**src/vic_cfg.svh**
```systemverilog
`ifndef VIC_CFG_SVH
`define VIC_CFG_SVH
// Program counter width (4K program space)
`define VIC_PC_W 12
// Register byte offsets
`define VIC_OFF_CTLA 5'h00
`define VIC_OFF_CTLB 5'h04
`define VIC_OFF_MFIC 5'h08
`define VIC_OFF_MISC 5'h0C
`define VIC_OFF_ROUT 5'h10
`define VIC_OFF_STAT 5'h14
// Read masks: unimplemented bits read as zero
`define VIC_MASK_CTLA 8'h7F
`define VIC_MASK_CTLB 8'h66
`define VIC_MASK_MFIC 8'h77
`define VIC_MASK_MISC 8'hC0
`define VIC_MASK_ROUT 8'hEB
`define VIC_RST_REG 8'h00
// Vector addresses in priority order
`define VIC_VEC_EXT 8'h04
`define VIC_VEC_T0 8'h08
`define VIC_VEC_T1 8'h0C
`define VIC_VEC_TB 8'h14
`define VIC_VEC_MF 8'h18
// Edge select codes
`define VIC_EXT_OFF 2'b00
`define VIC_EXT_RISE 2'b01
`define VIC_EXT_FALL 2'b10
`define VIC_EXT_BOTH 2'b11
`define VIC_CMP_FALL 2'b00
`define VIC_CMP_RISE 2'b01
`define VIC_CMP_BOTH 2'b10
// Input select code meaning internal reference
`define VIC_SEL_INTREF 3'b000
// Vector latency in instruction cycles
`define VIC_LAT_RUN 2'd2
`define VIC_LAT_WAKE 2'd3
`endif

```
**src/vic_pkg.sv**
```systemverilog
`include "vic_cfg.svh"
package vic_pkg;
    typedef struct packed {
        logic timer0_ovf;
        logic timer1_ovf;
        logic time_base;
        logic ext_pin;
        logic cmp_out;
        logic amp0_out;
        logic amp1_out;
    } vic_src_t;
    typedef struct packed {
        logic push;
        logic load;
        logic pop;
        logic [`VIC_PC_W-1:0] addr;
    } vic_cpu_t;
    typedef enum logic [3:0] {
        VIC_IDLE = 4'b0001,
        VIC_WAIT = 4'b0010,
        VIC_PUSH = 4'b0100,
        VIC_JUMP = 4'b1000
    } vic_state_t;
endpackage

```
**src/vic_ctrl.sv**
```systemverilog
`timescale 1ns/1ps
`include "vic_cfg.svh"
// Notes on behaviour
// - Comparator irq edge: 00 falling, 01 rising, 10 both, 11 reserved.
// - Timer 0 event source: 0 external timer pin, 1 comparator output.
// - Ref join bits add external pin only while internal reference selected.
// - Routing register bits 4 and 2 read as zero.
// - Global enable clear means no vectoring at all.
// - Each source event sets its own request flag.
// - On accept push next address, then load vector into PC.
// - Return from irq pops saved PC and resumes.
// - Servicing clears the global enable automatically.
// - Requests during servicing still set and hold their flags.
// - No acknowledge while return stack is full.
// - Vector jump after 2 or 3 instruction cycles, 3 on wake.
// - Requests sampled and serviced at next second-phase pulse.
// - Priority: external 04H, timer 0 08H, timer 1 0CH.
// - Time base fourth 14H, multi-source fifth 18H.
// - External irq needs global enable, ext enable and its flag.
// - Ext edge bits 7:6: 00 off, 01 rise, 10 fall, 11 both.
// - Servicing external irq clears its request flag.
// - Pull-up on the shared pin stays in effect.
// - Multi-source flag set by amp fall or comparator edge; sub-flags record.
// - Set flags stay until serviced or cleared by software.
// - Bit 0 of control register A is global enable.
module vic_ctrl (
    input wire logic sys_clk_in,
    input wire logic rst_b_in,
    input wire logic [4:0] avs_address_in,
    input wire logic avs_read_in,
    input wire logic avs_write_in,
    input wire logic [31:0] avs_writedata_in,
    input wire logic [3:0] avs_byteenable_in,
    output logic [31:0] avs_readdata_out,
    output logic avs_waitrequest_out,
    input vic_pkg::vic_src_t src_in,
    input wire logic timer0_ext_input_pin_in,
    input wire logic [2:0] amp0_noninv_sel_in,
    input wire logic [2:0] amp1_noninv_sel_in,
    input wire logic [2:0] cmp_noninv_sel_in,
    input wire logic ext_pullup_en_in,
    input wire logic second_clock_phase_in,
    input wire logic sleep_wake_in,
    input wire logic stack_full_in,
    input wire logic return_from_irq_instr_in,
    input wire logic [`VIC_PC_W-1:0] pc_next_in,
    output logic irq_pending_out,
    output logic [7:0] irq_vector_out,
    output vic_pkg::vic_cpu_t cpu_ctl_out,
    output logic timer0_event_out,
    output logic amp0_ref_pin_join_out,
    output logic amp1_ref_pin_join_out,
    output logic cmp_ref_pin_join_out,
    output logic ext_pin_pullup_out
);
    import vic_pkg::*;

    // Software-owned bits; flags live in req_r and sub_r
    logic [3:0] ctla_r;
    logic [2:0] ctlb_r;
    logic [2:0] mfic_r;
    logic [7:0] misc_r;
    logic [7:0] rout_r;
    // Request flags: 0 ext, 1 t0, 2 t1, 3 tb, 4 multi-source
    logic [4:0] req_r;
    logic [2:0] sub_r;
    logic [4:0] en;
    logic [4:0] live;
    logic [4:0] win;
    logic [4:0] svc;
    logic [4:0] ev;
    logic [4:0] req_wr;
    logic [4:0] req_wd;
    logic [2:0] sub_ev;
    logic [2:0] sub_wd;
    logic [7:0] win_vec;
    logic gie;
    logic capture;
    logic ack_r;
    logic [31:0] rdata_nxt;
    logic wr_go;
    logic wr_a;
    logic wr_b;
    logic wr_m;
    // Edge history of level sources
    logic ext_q_r;
    logic cmp_q_r;
    logic amp0_q_r;
    logic amp1_q_r;
    logic ext_rise;
    logic ext_fall;
    logic cmp_rise;
    logic cmp_fall;
    logic ext_evt;
    logic cmp_evt;
    // Sequencer
    vic_state_t state_r;
    vic_state_t state_nxt;
    logic [1:0] cnt_r;
    logic [1:0] cnt_nxt;
    logic [7:0] vec_r;

    assign gie = ctla_r[0];
    assign en = {ctlb_r[2], ctlb_r[1], ctla_r[3], ctla_r[2], ctla_r[1]};

    // Edge detection on level sources; history resets low so a high level at reset looks like a rise
    always_ff @(posedge sys_clk_in or negedge rst_b_in) begin
        if (!rst_b_in) begin
            ext_q_r <= 1'b0;
            cmp_q_r <= 1'b0;
            amp0_q_r <= 1'b0;
            amp1_q_r <= 1'b0;
        end else begin
            ext_q_r <= src_in.ext_pin;
            cmp_q_r <= src_in.cmp_out;
            amp0_q_r <= src_in.amp0_out;
            amp1_q_r <= src_in.amp1_out;
        end
    end

    assign ext_rise = src_in.ext_pin & ~ext_q_r;
    assign ext_fall = ~src_in.ext_pin & ext_q_r;
    assign cmp_rise = src_in.cmp_out & ~cmp_q_r;
    assign cmp_fall = ~src_in.cmp_out & cmp_q_r;

    // External edge type select, code 00 turns the pin off
    always_comb begin
        case (misc_r[7:6])
            `VIC_EXT_RISE: ext_evt = ext_rise;
            `VIC_EXT_FALL: ext_evt = ext_fall;
            `VIC_EXT_BOTH: ext_evt = ext_rise | ext_fall;
            default: ext_evt = 1'b0;
        endcase
    end

    // Comparator edge type; reserved code raises nothing
    always_comb begin
        case (rout_r[1:0])
            `VIC_CMP_FALL: cmp_evt = cmp_fall;
            `VIC_CMP_RISE: cmp_evt = cmp_rise;
            `VIC_CMP_BOTH: cmp_evt = cmp_rise | cmp_fall;
            default: cmp_evt = 1'b0;
        endcase
    end

    // Sub-source events: comparator, amp0 fall, amp1 fall
    assign sub_ev = {~src_in.amp1_out & amp1_q_r, ~src_in.amp0_out & amp0_q_r, cmp_evt};
    // Multi-source request follows any enabled sub-source event
    assign ev = {|(sub_ev & mfic_r[2:0]), src_in.time_base, src_in.timer1_ovf,
                 src_in.timer0_ovf, ext_evt};

    // Priority pick: lowest index wins
    assign live = req_r & en;
    always_comb begin
        win = 5'b0_0000;
        for (int i = 4; i >= 0; i--) begin
            if (live[i]) begin
                win = 5'b0_0000;
                win[i] = 1'b1;
            end
        end
    end

    // Vector table
    always_comb begin
        case (win)
            5'b0_0001: win_vec = `VIC_VEC_EXT;
            5'b0_0010: win_vec = `VIC_VEC_T0;
            5'b0_0100: win_vec = `VIC_VEC_T1;
            5'b0_1000: win_vec = `VIC_VEC_TB;
            5'b1_0000: win_vec = `VIC_VEC_MF;
            default: win_vec = 8'h00;
        endcase
    end

    // Pending needs global enable, an enabled flag and room on the stack
    assign irq_pending_out = gie & (|live) & ~stack_full_in;
    // Sampling only at the second-phase pulse keeps decisions aligned to cycles
    assign capture = (state_r == VIC_IDLE) & second_clock_phase_in & irq_pending_out;
    assign svc = capture ? win : 5'b0_0000;

    // Avalon slave: one wait cycle, then answer
    assign avs_waitrequest_out = (avs_read_in | avs_write_in) & ~ack_r;
    assign wr_go = avs_write_in & ack_r & avs_byteenable_in[0];
    assign wr_a = wr_go & (avs_address_in == `VIC_OFF_CTLA);
    assign wr_b = wr_go & (avs_address_in == `VIC_OFF_CTLB);
    assign wr_m = wr_go & (avs_address_in == `VIC_OFF_MFIC);

    always_comb begin
        rdata_nxt = 32'h0000_0000;
        case (avs_address_in)
            `VIC_OFF_CTLA: rdata_nxt[7:0] = {1'b0, req_r[2:0], ctla_r} & `VIC_MASK_CTLA;
            `VIC_OFF_CTLB: rdata_nxt[7:0] = {1'b0, req_r[4:3], 2'b00, ctlb_r} & `VIC_MASK_CTLB;
            `VIC_OFF_MFIC: rdata_nxt[7:0] = {1'b0, sub_r, 1'b0, mfic_r} & `VIC_MASK_MFIC;
            `VIC_OFF_MISC: rdata_nxt[7:0] = misc_r & `VIC_MASK_MISC;
            `VIC_OFF_ROUT: rdata_nxt[7:0] = rout_r & `VIC_MASK_ROUT;
            `VIC_OFF_STAT: rdata_nxt[15:0] = {vec_r, 3'b000, state_r, irq_pending_out};
            default: rdata_nxt = 32'h0000_0000;
        endcase
    end

    // Bus handshake and read data capture
    always_ff @(posedge sys_clk_in or negedge rst_b_in) begin
        if (!rst_b_in) begin
            ack_r <= 1'b0;
            avs_readdata_out <= 32'h0000_0000;
        end else begin
            ack_r <= (avs_read_in | avs_write_in) & ~ack_r;
            if (avs_read_in & ~ack_r) begin
                avs_readdata_out <= rdata_nxt;
            end
        end
    end

    // Enables, global enable and config bits
    always_ff @(posedge sys_clk_in or negedge rst_b_in) begin
        if (!rst_b_in) begin
            ctla_r <= '0;
            ctlb_r <= '0;
            mfic_r <= '0;
            misc_r <= `VIC_RST_REG;
            rout_r <= `VIC_RST_REG;
        end else begin
            if (wr_a) begin
                ctla_r[3:0] <= avs_writedata_in[3:0];
            end
            // Auto clear beats a same-cycle software write, no nesting by accident
            if (capture) begin
                ctla_r[0] <= 1'b0;
            end
            if (wr_b) begin
                ctlb_r[2:0] <= avs_writedata_in[2:0];
            end
            if (wr_m) begin
                mfic_r[2:0] <= avs_writedata_in[2:0];
            end
            if (wr_go & (avs_address_in == `VIC_OFF_MISC)) begin
                misc_r <= avs_writedata_in[7:0] & `VIC_MASK_MISC;
            end
            if (wr_go & (avs_address_in == `VIC_OFF_ROUT)) begin
                rout_r <= avs_writedata_in[7:0] & `VIC_MASK_ROUT;
            end
        end
    end

    assign req_wr = {wr_b, wr_b, wr_a, wr_a, wr_a};
    assign req_wd = {avs_writedata_in[6:5], avs_writedata_in[6:4]};
    assign sub_wd = avs_writedata_in[6:4];

    // Sticky flags: event beats clear, software write or service clear otherwise
    always_ff @(posedge sys_clk_in or negedge rst_b_in) begin
        if (!rst_b_in) begin
            req_r <= 5'b0_0000;
            sub_r <= 3'b000;
        end else begin
            for (int i = 0; i < 5; i++) begin
                if (ev[i]) begin
                    req_r[i] <= 1'b1;
                end else if (req_wr[i]) begin
                    req_r[i] <= req_wd[i];
                end else if (svc[i]) begin
                    req_r[i] <= 1'b0;
                end
            end
            for (int j = 0; j < 3; j++) begin
                if (sub_ev[j]) begin
                    sub_r[j] <= 1'b1;
                end else if (wr_m) begin
                    sub_r[j] <= sub_wd[j];
                end
            end
        end
    end

    // Sequencer: sample, wait latency, push, jump
    always_comb begin
        state_nxt = state_r;
        cnt_nxt = cnt_r;
        case (state_r)
            VIC_IDLE: begin
                if (capture) begin
                    state_nxt = VIC_WAIT;
                    cnt_nxt = sleep_wake_in ? `VIC_LAT_WAKE : `VIC_LAT_RUN;
                end
            end
            VIC_WAIT: begin
                if (second_clock_phase_in) begin
                    if (cnt_r == 2'd1) begin
                        state_nxt = VIC_PUSH;
                    end
                    cnt_nxt = cnt_r - 2'd1;
                end
            end
            VIC_PUSH: state_nxt = VIC_JUMP;
            VIC_JUMP: state_nxt = VIC_IDLE;
            default: state_nxt = VIC_IDLE;
        endcase
    end

    always_ff @(posedge sys_clk_in or negedge rst_b_in) begin
        if (!rst_b_in) begin
            state_r <= VIC_IDLE;
            cnt_r <= 2'd0;
            vec_r <= 8'h00;
        end else begin
            state_r <= state_nxt;
            cnt_r <= cnt_nxt;
            if (capture) begin
                vec_r <= win_vec;
            end
        end
    end

    // CPU strobes from flops; push carries return address, load the vector
    always_ff @(posedge sys_clk_in or negedge rst_b_in) begin
        if (!rst_b_in) begin
            cpu_ctl_out <= '0;
        end else begin
            cpu_ctl_out.push <= (state_nxt == VIC_PUSH);
            cpu_ctl_out.load <= (state_nxt == VIC_JUMP);
            cpu_ctl_out.pop <= return_from_irq_instr_in;
            if (state_nxt == VIC_PUSH) begin
                cpu_ctl_out.addr <= pc_next_in;
            end else if (state_nxt == VIC_JUMP) begin
                cpu_ctl_out.addr <= {{(`VIC_PC_W-8){1'b0}}, vec_r};
            end
        end
    end
    assign irq_vector_out = vec_r;

    // Analog routing and pin controls, registered
    always_ff @(posedge sys_clk_in or negedge rst_b_in) begin
        if (!rst_b_in) begin
            timer0_event_out <= 1'b0;
            amp0_ref_pin_join_out <= 1'b0;
            amp1_ref_pin_join_out <= 1'b0;
            cmp_ref_pin_join_out <= 1'b0;
            ext_pin_pullup_out <= 1'b0;
        end else begin
            timer0_event_out <= rout_r[3] ? src_in.cmp_out : timer0_ext_input_pin_in;
            amp0_ref_pin_join_out <= rout_r[7] & (amp0_noninv_sel_in == `VIC_SEL_INTREF);
            amp1_ref_pin_join_out <= rout_r[6] & (amp1_noninv_sel_in == `VIC_SEL_INTREF);
            cmp_ref_pin_join_out <= rout_r[5] & (cmp_noninv_sel_in == `VIC_SEL_INTREF);
            // Pull-up follows its own enable even when the pin is the irq input
            ext_pin_pullup_out <= ext_pullup_en_in;
        end
    end

    // Helper: second-phase pulses seen since capture
    logic [1:0] lat_r;
    logic [1:0] t2_seen_r;
    always_ff @(posedge sys_clk_in or negedge rst_b_in) begin
        if (!rst_b_in) begin
            lat_r <= 2'd0;
            t2_seen_r <= 2'd0;
        end else if (capture) begin
            lat_r <= cnt_nxt;
            t2_seen_r <= 2'd0;
        end else if ((state_r == VIC_WAIT) && second_clock_phase_in) begin
            t2_seen_r <= t2_seen_r + 2'd1;
        end
    end
endmodule

```
**config.mk**
```make
export PLATFORM = sky130hd
export DESIGN_NAME = vic_ctrl
export DESIGN_NICKNAME = d
export VERILOG_FILES = /design/src/vic_pkg.sv /design/src/vic_ctrl.sv
export VERILOG_INCLUDE_DIRS = /design/src
export SDC_FILE = /design/constraint.sdc
export NUM_CORES = 1
export LEC_CHECK = 0
export BUFFER_PORTS_ARGS = -buffer_cell sky130_fd_sc_hd__buf_2
export CAP_MARGIN = 30
export CORE_MARGIN = 4
export CORE_UTILIZATION = 40
export CTS_CLUSTER_DIAMETER = 200
export DETAILED_ROUTE_END_ITERATION = 8
export GPL_TIMING_DRIVEN = 0
export MAX_ROUTING_LAYER = met4
export PLACE_DENSITY_LB_ADDON = 0.3
export SYNTH_ARGS = -nofsm -noshare
export SYNTH_HDL_FRONTEND = slang
export SYNTH_SLANG_ARGS = --single-unit
```
**constraint.sdc**
```tcl
create_clock -name sys_clk_in -period 2.3 [get_ports sys_clk_in]
set_input_delay 0.46 -clock sys_clk_in [delete_from_list [all_inputs] [get_ports sys_clk_in]]
set_output_delay 0.46 -clock sys_clk_in [all_outputs]
set_load 0.03 [all_outputs]
```
; Word level (Yosys, flattened, before mapping)
; Index checks and enable logic that the tools add are counted.
[op_classes]
n_addsub = 1
n_eq_ne = 23
n_mux = 45
bitwise_logic = 35
reduce_logical = 19
[ops]
columns = op, count
row1 = one-hot mux 8 bit (6 select lines), 1
row2 = two-way mux 5 bit, 6
row3 = two-way mux 1 bit, 25
row4 = one-hot mux 5 bit (5 select lines), 1
row5 = two-way mux 12 bit, 2
row6 = bitwise AND 1 bit, 22
row7 = "== test 5 x 4 -> 1 bit, second input constant", 3
row8 = "== test 5 bit, second input constant", 3
row9 = nonzero test 3 bit, 5
row10 = two-way mux 4 bit, 3
row11 = one-hot mux 4 bit (3 select lines), 1
row12 = nonzero test 2 bit, 6
row13 = "== test 5 x 3 -> 1 bit, second input constant", 2
row14 = logical NOT 3 bit, 3
row15 = "== test 4 x 3 -> 1 bit, second input constant", 2
row16 = two-way mux 8 bit, 1
row17 = NOT 1 bit, 8
row18 = "== test 2 x 1 -> 1 bit, second input constant", 3
row19 = "== test 2 bit, second input constant", 3
row20 = one-hot mux 1 bit (3 select lines), 2
row21 = bitwise AND 5 bit, 1
row22 = "== test 5 x 1 -> 1 bit, second input constant", 1
row23 = "== test 5 x 2 -> 1 bit, second input constant", 1
row24 = logical NOT 5 bit, 1
row25 = other kinds (13), 17
[totals]
reg_bits = 81
output_inout_bits = 62
wordCells = 155

; Logic depth before layout (Yosys ltp)
; Gate-level depths: netlist of run 1.
[logic_depth]
depth_word = 10
mapped_depth = 7
mapped_depth_nobuf = 6

; Worst setup path after synthesis of run 1
; Ideal clock, no wire load.
[synth_timing]
path_type = input to register
start = in avs_address_in[3]
end = reg ctla_r[1]
setup_ns = 0.125
arrival_time_ns = 1.697
t_required_ns = 2.175
setup_slack_ns = 0.478
stages = 4
path_buffers = 1
cell_sequence = buf_2 > or4_4 > nor3_4 > mux2_2
[synth_via]
elab_chain_cells = 2
[synth_lines]
columns = item, line_no
row1 = from (decl), vic_ctrl.sv:29  ; input wire logic [4:0] avs_address_in,
row2 = logical NOT 5 bit, --
row3 = bitwise AND 1 bit, vic_ctrl.sv:185  ; assign wr_a = wr_go & (avs_address_in == `VIC_OFF_CTLA);
row4 = to (signal assigned), vic_ctrl.sv:225  ; ctla_r[3:0] <= avs_writedata_in[3:0];
row5 = to (decl), vic_ctrl.sv:59  ; logic [3:0] ctla_r;
; Every way passes these cells.
; A chain may end at the register's enable or synchronous reset.

; Worst setup path after layout of run 1
[layout_timing]
start = reg req_r[0]
end = out irq_pending_out
[layout_via]
elab_chain_cells = 4
[layout_lines]
columns = item, line_no
row1 = from (decl), vic_ctrl.sv:65  ; logic [4:0] req_r;
row2 = "from (signal, indexed assignment)", vic_ctrl.sv:260  ; req_r[i] <= req_wd[i];
row3 = bitwise AND 5 bit, vic_ctrl.sv:153  ; assign live = req_r & en;
row4 = OR reduction 5 bit, vic_ctrl.sv:177  ; assign irq_pending_out = gie & (|live) & ~stack_full_in;
row5 = bitwise AND 1 bit (2 in a row), vic_ctrl.sv:177
row6 = to (decl), vic_ctrl.sv:47  ; output logic irq_pending_out,
; Every way passes these cells.

==> results of run 1 <==
==> worst max-delay path by stage <==
| stage | start | cells after the start | slack (ns) | to |
|---|---|---|---|---|
| 2_1_floorplan | avs_address_in[3] | 4 | 0.48 | ctla_r[1]$_DFFE_PN0P_ |
| 3_3_place_gp | avs_address_in[3] | 6 | 0.16 | rout_r[0]$_DFFE_PN0P_ |
| 3_5_place_dp | avs_address_in[3] | 6 | 0.14 | rout_r[1]$_DFFE_PN0P_ |
| 4_1_cts | req_r[0]$_DFFE_PN0P_ | 4 | 0.006 | irq_pending_out |
| 5_1_grt | req_r[0]$_DFFE_PN0P_ | 4 | 0.04 | irq_pending_out |
| 6_report | req_r[0]$_DFFE_PN0P_ | 4 | 0.11 | irq_pending_out |
==> routing by layer <==
layer	part of all wire [%]	vias up
met5	0	-
met4	1.4	0
met3	5.6	11
met2	48	80
met1	45	1272
li1	-	1313
==> cell families (layout without fill, tap and decap cells) <==
family / count (synthesis) / after routing / synth area share, %
AND/OR/NAND/NOR: 88 / 88 / 14.45
flip-flops: 70 / 70 / 51.91
AO/OA/AOI/OAI: 65 / 65 / 14.38
buffers and inverters: 47 / 150 / 8.521
multiplexers: 26 / 26 / 8.522
adder cells (fa/ha/maj): 5 / 5 / 1.853
other: 1 / 26 / 0.1110
XOR/XNOR: 1 / 1 / 0.2594
==> power groups by stage <==
stage          sequential (uW)  combinational, uW  clock, uW
5_1_grt                   1350                426       1180
6_report                  1340                389       1090
2_1_floorplan             1360                232          0
3_3_place_gp              1360                379          0
3_5_place_dp              1360                384          0
4_1_cts                   1340                387       1100
==> stage by stage <==
stage / util (%) / hold slack [ns]
after floorplan: - / 0.1644
after global placement: 49.14 / 0.4474
after detailed placement: 49.17 / 0.4598
after CTS: 51.83 / 0.2011
after global routing: 51.96 / 0.1934
final: 51.96 / 0.2050
==> synthesized netlist by cell type, drive strengths merged <==
cell type and count:
clkbuf 5, a22o 9, a21oi 2, nor2b 7, mux2 22, or4b 1
o31a 1, mux2i 4, a211o 5, inv 11, dfrtp 69, conb 1
a32oi 3, o21ai 17, and4 1, o22ai 2, o31ai 1, nor4b 7
nand4 2, ha 5, and2 3, nand4b 1, a311oi 2, nand2b 4
o311ai 2, nand2 35, a22oi 5, a2111o 1, nor2 7, a222oi 4
a221oi 1, a221o 1, a32o 3, dfstp 1, buf 31, xnor2 1
and3 5, or4 1, a31oi 4, a21boi 2, nor4 2, nor3 6
nand3 6
==> worst max-delay path, stage by stage (launching register included) <==
cell	delay, ns
dfrtp_1	0.46
a22oi_2	0.36
nand3_2	0.21
and2_1	0.19
buf_2	0.17
==> area by class of cell <==
| cell class | instances | area share (%) |
|---|---|---|
| inverters | 11 | 0.9672 |
| clock inverters | 6 | 2.022 |
| clock buffers | 10 | 2.989 |
| multi-input cells | 211 | 33.85 |
| repair buffers | 87 | 10.26 |
| plain buffers | 36 | 5.774 |
| flip-flops and latches | 70 | 41.06 |
| well taps | 105 | 3.077 |
==> what timing repair did <==
item / CTS / global route
endpoints found under the setup margin: 1 / 1
hold buffers: 0 / 0
resized for setup: 1 / 2
==> state kept, by name, summed over array words and instances (netlist names), 2 cells and up <==
name and flops:
ctla_r 4, irq_vector_out 3, cpu_ctl_out 15, ctlb_r 2, sub_r 3, req_r 5
rout_r 6, misc_r 2, avs_readdata_out 11, state_r 4, cnt_r 2, mfic_r 3
==> run metrics, run 1 <==
largest net degree at the start of global routing=71; Static Leak=about 0.0022 uW; area leader, netlist=dfrtp_1; area share of the largest cell type after synthesis=51.13%; Die Ht=between 90 and 100 um; fill count=783; antenna-violating nets left=0; CP endpoint kind=primary output; Sink Count=70; Yosys reg bits=70; Synth cell types=47; DRC=0; CP startpoint kind=register; Tmin final=between 2 and 2.5 ns; first-pass GRT wire length=13910 um; worst setup margin=0.1123 ns; mapped cell area=3377 um2; Setup Skew=0.01193 ns; die area=9976 um2; Initial DRC Count=138; Psw=778.0 uW; Post-CTS Setup Bufs=0; sw frac=between 20% and 30%; Logic pwr share=~14%; Synth area leaders=dfrtp_1, mux2_2, buf_4; Ant. Diodes=0; DR pass1 iterations=5; Crit Path Max Fanout=6; Pint=a little over 2000 uW; DRT Wirelength=8678 um; M2 GR Usage=28.22%; final slew viol count=0; setup TNS=0 ns; vias in the first global route=2696; placed cells=520; clock slew at reported path FFs=0.08 ns; number of vias per cell=4.993; Placer Congestion=0.8788; Vias=approximately 2700; RSZ-0062 raised after global routing=no; Seq/Total Area, Yosys=around half; worst hold path class=in -> async; max cap viols=0; Rows=33; max frequency=0.4571 GHz; CTS H-tree depth=3; Initial Utilization=41.10%; Peak VDD IR=roughly 0.27 mV; Clk pwr share=38.8%; Area Overhead vs Synth=26.42%; power consumption=2821 uW; met1 GRT Util=24.23%; critical register-to-register path endpoint=cpu_ctl_out[4]$_DFFE_PN0P_; deepest clock path buffer count=2; R2R depth=5; die width=99.88 um; gr usage total=18.47%; CP Class=reg -> out; post-synthesis cell count=303; core area=roughly 8000 um2; WL/cell=roughly 16 um; PwrDens=660.9 nW/um2; design area=approximately 4300 um2; cts bufs inserted=9; initial antenna violation count=0; GR peak layer=met2; # IOs=approximately 140; sequential share of power=47.4%; CTS tree=built; clock root buffer=clkbuf_8; Post-Place Cell Area=4040 um2; Multi-input gate area=1445 um2; Final Hold Viols=0; worst r2r src=state_r[3]$_DFF_PN0_; # setup viols final=0; run status=finished clean; DP HPWL=6537 um; Post-Syn Area per Cell=~11 um2; Yosys Warn Count=0; Port Buffer Count=87; Final Net Count=510; Post-Layout Cell Count=536; register area=1753 um2; Worst-Skew Late Latency=0.35 ns; most frequent cells in the layout=buf_2, dfrtp_1, nand2_1, buf_4, conb_1; reg-to-reg setup timing slack=0.35 ns; pre-CTS setup slack=0.1441 ns; period utilisation layout=95.12%; worst path required time=1.84 ns; commonest non-fill, non-tap cell in the layout=buf_2; crit path DAT=1.73 ns; actual slew at the worst max-slew pin=0.8781 ns; Worst slew margin=41.46%; Congestion Overflow GR=0; global routing usage on met3=between 4 and 5%; layout cells sized above 1=38.05%
Power figures use the tool's default switching activity.
==> run 2, diff against run 1 <==
Clock period 2.3 ns to 2.36 ns, I/O delays scaled along.
==> run 2 against run 1 <==
Compared with the run above: cell count unchanged; via count grew 0.30%; die area did not move; design area down 0.12%; first-iteration DRC count up 40%; global-route usage unchanged; wire length decreased by 0.24%; clock power about the same; setup slack lost 0.015 ns; largest power group unchanged; flip-flop and latch count stayed put; critical path type unchanged; non-clock buffer count unchanged; sequential power down 3%.
==> run metrics, run 2 (synthesis results as in run 1) <==
run status=finished clean (unchanged); max frequency=0.4420 GHz; CTS H-tree depth=3 (unchanged); worst hold path class=in -> async (unchanged); Initial DRC Count=193 (was 138); vias in the first global route=2696 (unchanged); Tmin final=between 2 and 2.5 ns; Crit Path Max Fanout=6 (unchanged); antenna-violating nets left=0 (unchanged); Peak VDD IR=0.2676 mV (was 0.2749 mV); Worst slew margin=41.36% (was 41.46%); max cap viols=0 (unchanged); Psw=756.8 uW (was 778.0 uW); die area=9976 um2 (unchanged); Area Overhead vs Synth=26.27% (was 26.42%); Port Buffer Count=87 (unchanged); final slew viol count=0 (unchanged); Placer Congestion=0.8788 (unchanged); PwrDens=644.2 nW/um2 (was 660.9 nW/um2); Max stage delay on crit path=0.46 ns (about the same); period utilisation layout=95.88%; CP Class=reg -> out (unchanged); CP startpoint kind=register (unchanged); crit path DAT=1.79 ns (was 1.73 ns); Top reg by flops=cpu_ctl_out (unchanged); Largest register FFs=15 (unchanged); Rows=33 (unchanged); gr usage total=18.47% (unchanged); Congestion Overflow GR=0 (unchanged); first-pass GRT wire length=13910 um (unchanged); DRT Wirelength=8657 um (was 8678 um); buffers plus inverters on the worst setup path=1 (unchanged); placed cells=520 (unchanged); CTS Hold Bufs=0 (unchanged); Setup Skew=0.01228 ns (was 0.01193 ns); largest net degree at the start of global routing=71 (unchanged); core area=8217 um2 (unchanged); Worst-Skew Late Latency=0.35 ns (about the same); layout cells sized above 1=37.82% (was 38.05%); Vias=2684 (was 2676); setup TNS=0 ns (unchanged); WL/cell=16.15 um (was 16.19 um); Post-Layout Cell Count=536 (unchanged); Static Leak=0.002204 uW (was 0.002209 uW); Sink Count=70 (unchanged); Die Ht=99.88 um (unchanged); die width=99.88 um (unchanged); sequential share of power=47.5% (was 47.4%); Pint=1990 uW (was 2043 uW); Final Net Count=510 (unchanged); most frequent cells in the layout=buf_2, dfrtp_1, nand2_1, buf_4, conb_1 (unchanged); DR pass1 iterations=4 (was 5); CP endpoint kind=primary output (unchanged); worst path required time=1.89 ns (was 1.84 ns); Ant. Diodes=0 (unchanged); actual slew at the worst max-slew pin=0.8796 ns (was 0.8781 ns); DRC=0 (unchanged); cts bufs inserted=9 (unchanged); Initial Utilization=41.10% (unchanged); DP HPWL=6537 um (unchanged); CP top delay family=simple AND/OR/NAND/NOR gates (was flip-flops); Regs by FF count=cpu_ctl_out (15), avs_readdata_out (11), rout_r (6) (unchanged); crit path cell chain=a22oi_2, nand3_1, and2_1, buf_2 (was a22oi_2, nand3_2, and2_1, buf_2); number of vias per cell=5.007 (was 4.993); CTS tree=built (unchanged); initial antenna violation count=0 (unchanged); Logic pwr share=13.6% (was 13.8%); deepest clock path buffer count=2 (unchanged); clock root buffer=clkbuf_8 (unchanged); # IOs=141 (unchanged); commonest non-fill, non-tap cell in the layout=buf_2 (unchanged); RSZ-0062 raised after global routing=no (unchanged); Post-CTS Setup Bufs=0 (unchanged); Clk pwr share=38.9% (was 38.8%); sw frac=27.55% (was 27.58%); # setup viols final=0 (unchanged); clock slew at reported path FFs=0.08 ns (about the same); Crit-path slowest cell=dfrtp_1 (unchanged); Final Hold Viols=0 (unchanged)
-- run 2: worst paths after layout --
kind	from	end	slack [ns]	cells past startpoint
max	req_r[0]$_DFFE_PN0P_	irq_pending_out	0.1	4
min	rst_b_in	cpu_ctl_out[8]$_DFFE_PN0P_	0.22	1
max reg2reg	state_r[3]$_DFF_PN0_	cpu_ctl_out[4]$_DFFE_PN0P_	0.41	5
min reg2reg	ack_r$_DFF_PN0_	ack_r$_DFF_PN0_	0.48	1
max in group asynchronous	rst_b_in	cmp_ref_pin_join_out$_DFF_PN0_	1.54	1
min in group sys_clk_in	ext_pullup_en_in	ext_pin_pullup_out$_DFF_PN0_	0.22	1
-- run 2: per-stage QoR --
step	cell area (um2)	hold WS [ns]	util (%)	power (uW)	setup WS, ns
2_1_floorplan	3471	0.1764	-	1550	0.5258
3_3_place_gp	4038	0.4474	49.14	1697	0.2107
3_5_place_dp	4040	0.4598	49.17	1700	0.1921
4_1_cts	4259	0.2131	51.83	2756	0.05371
5_1_grt	4264	0.2054	51.90	2871	0.004800
6_report	4264	0.2181	51.90	2747	0.09731
-- run 2: area by class of cell --
cell class	instances	area [um2]
Buffer	36	246.5
Clock buffer	10	127.6
Clock inverter	6	86.33
Fill cell	781	3953
Inverter	11	41.29
Multi-Input combinational cell	211	1440
Sequential cell	70	1753
Tap cell	105	131.4
Timing Repair Buffer	87	437.9
-- run 2: worst reg2reg max path: stages (launching register included) --
cell and delay, ns:
dfrtp_1 0.47, nor4b_1 0.72, and3_1 0.34, buf_6 0.16
a22oi_1 0.09, nand2_1 0.09
-- run 2: layer usage --
metal | global-route usage [%] | part of all wire, % | wire (um)
met5 | - | 0 | 0
met4 | 6.513 | 1.6 | 135
met1 | 24.23 | 44 | 3849
met2 | 28.22 | 48 | 4130
met3 | 4.170 | 6.2 | 541
-- run 2: power by group through the flow --
stage	sequential, uW	combinational, uW	clock, uW
final	1300	375	1070
after global routing	1310	412	1150
after CTS	1300	377	1080
after detailed placement	1330	374	0
after global placement	1330	370	0
after floorplan	1320	226	0
-- run 2: repair_timing --
action                                 4_1_cts  5_1_grt
setup endpoints to repair                    1        1
endpoints found under the hold margin        0        0
pin swaps                                    0        0
resized for setup                            1        1
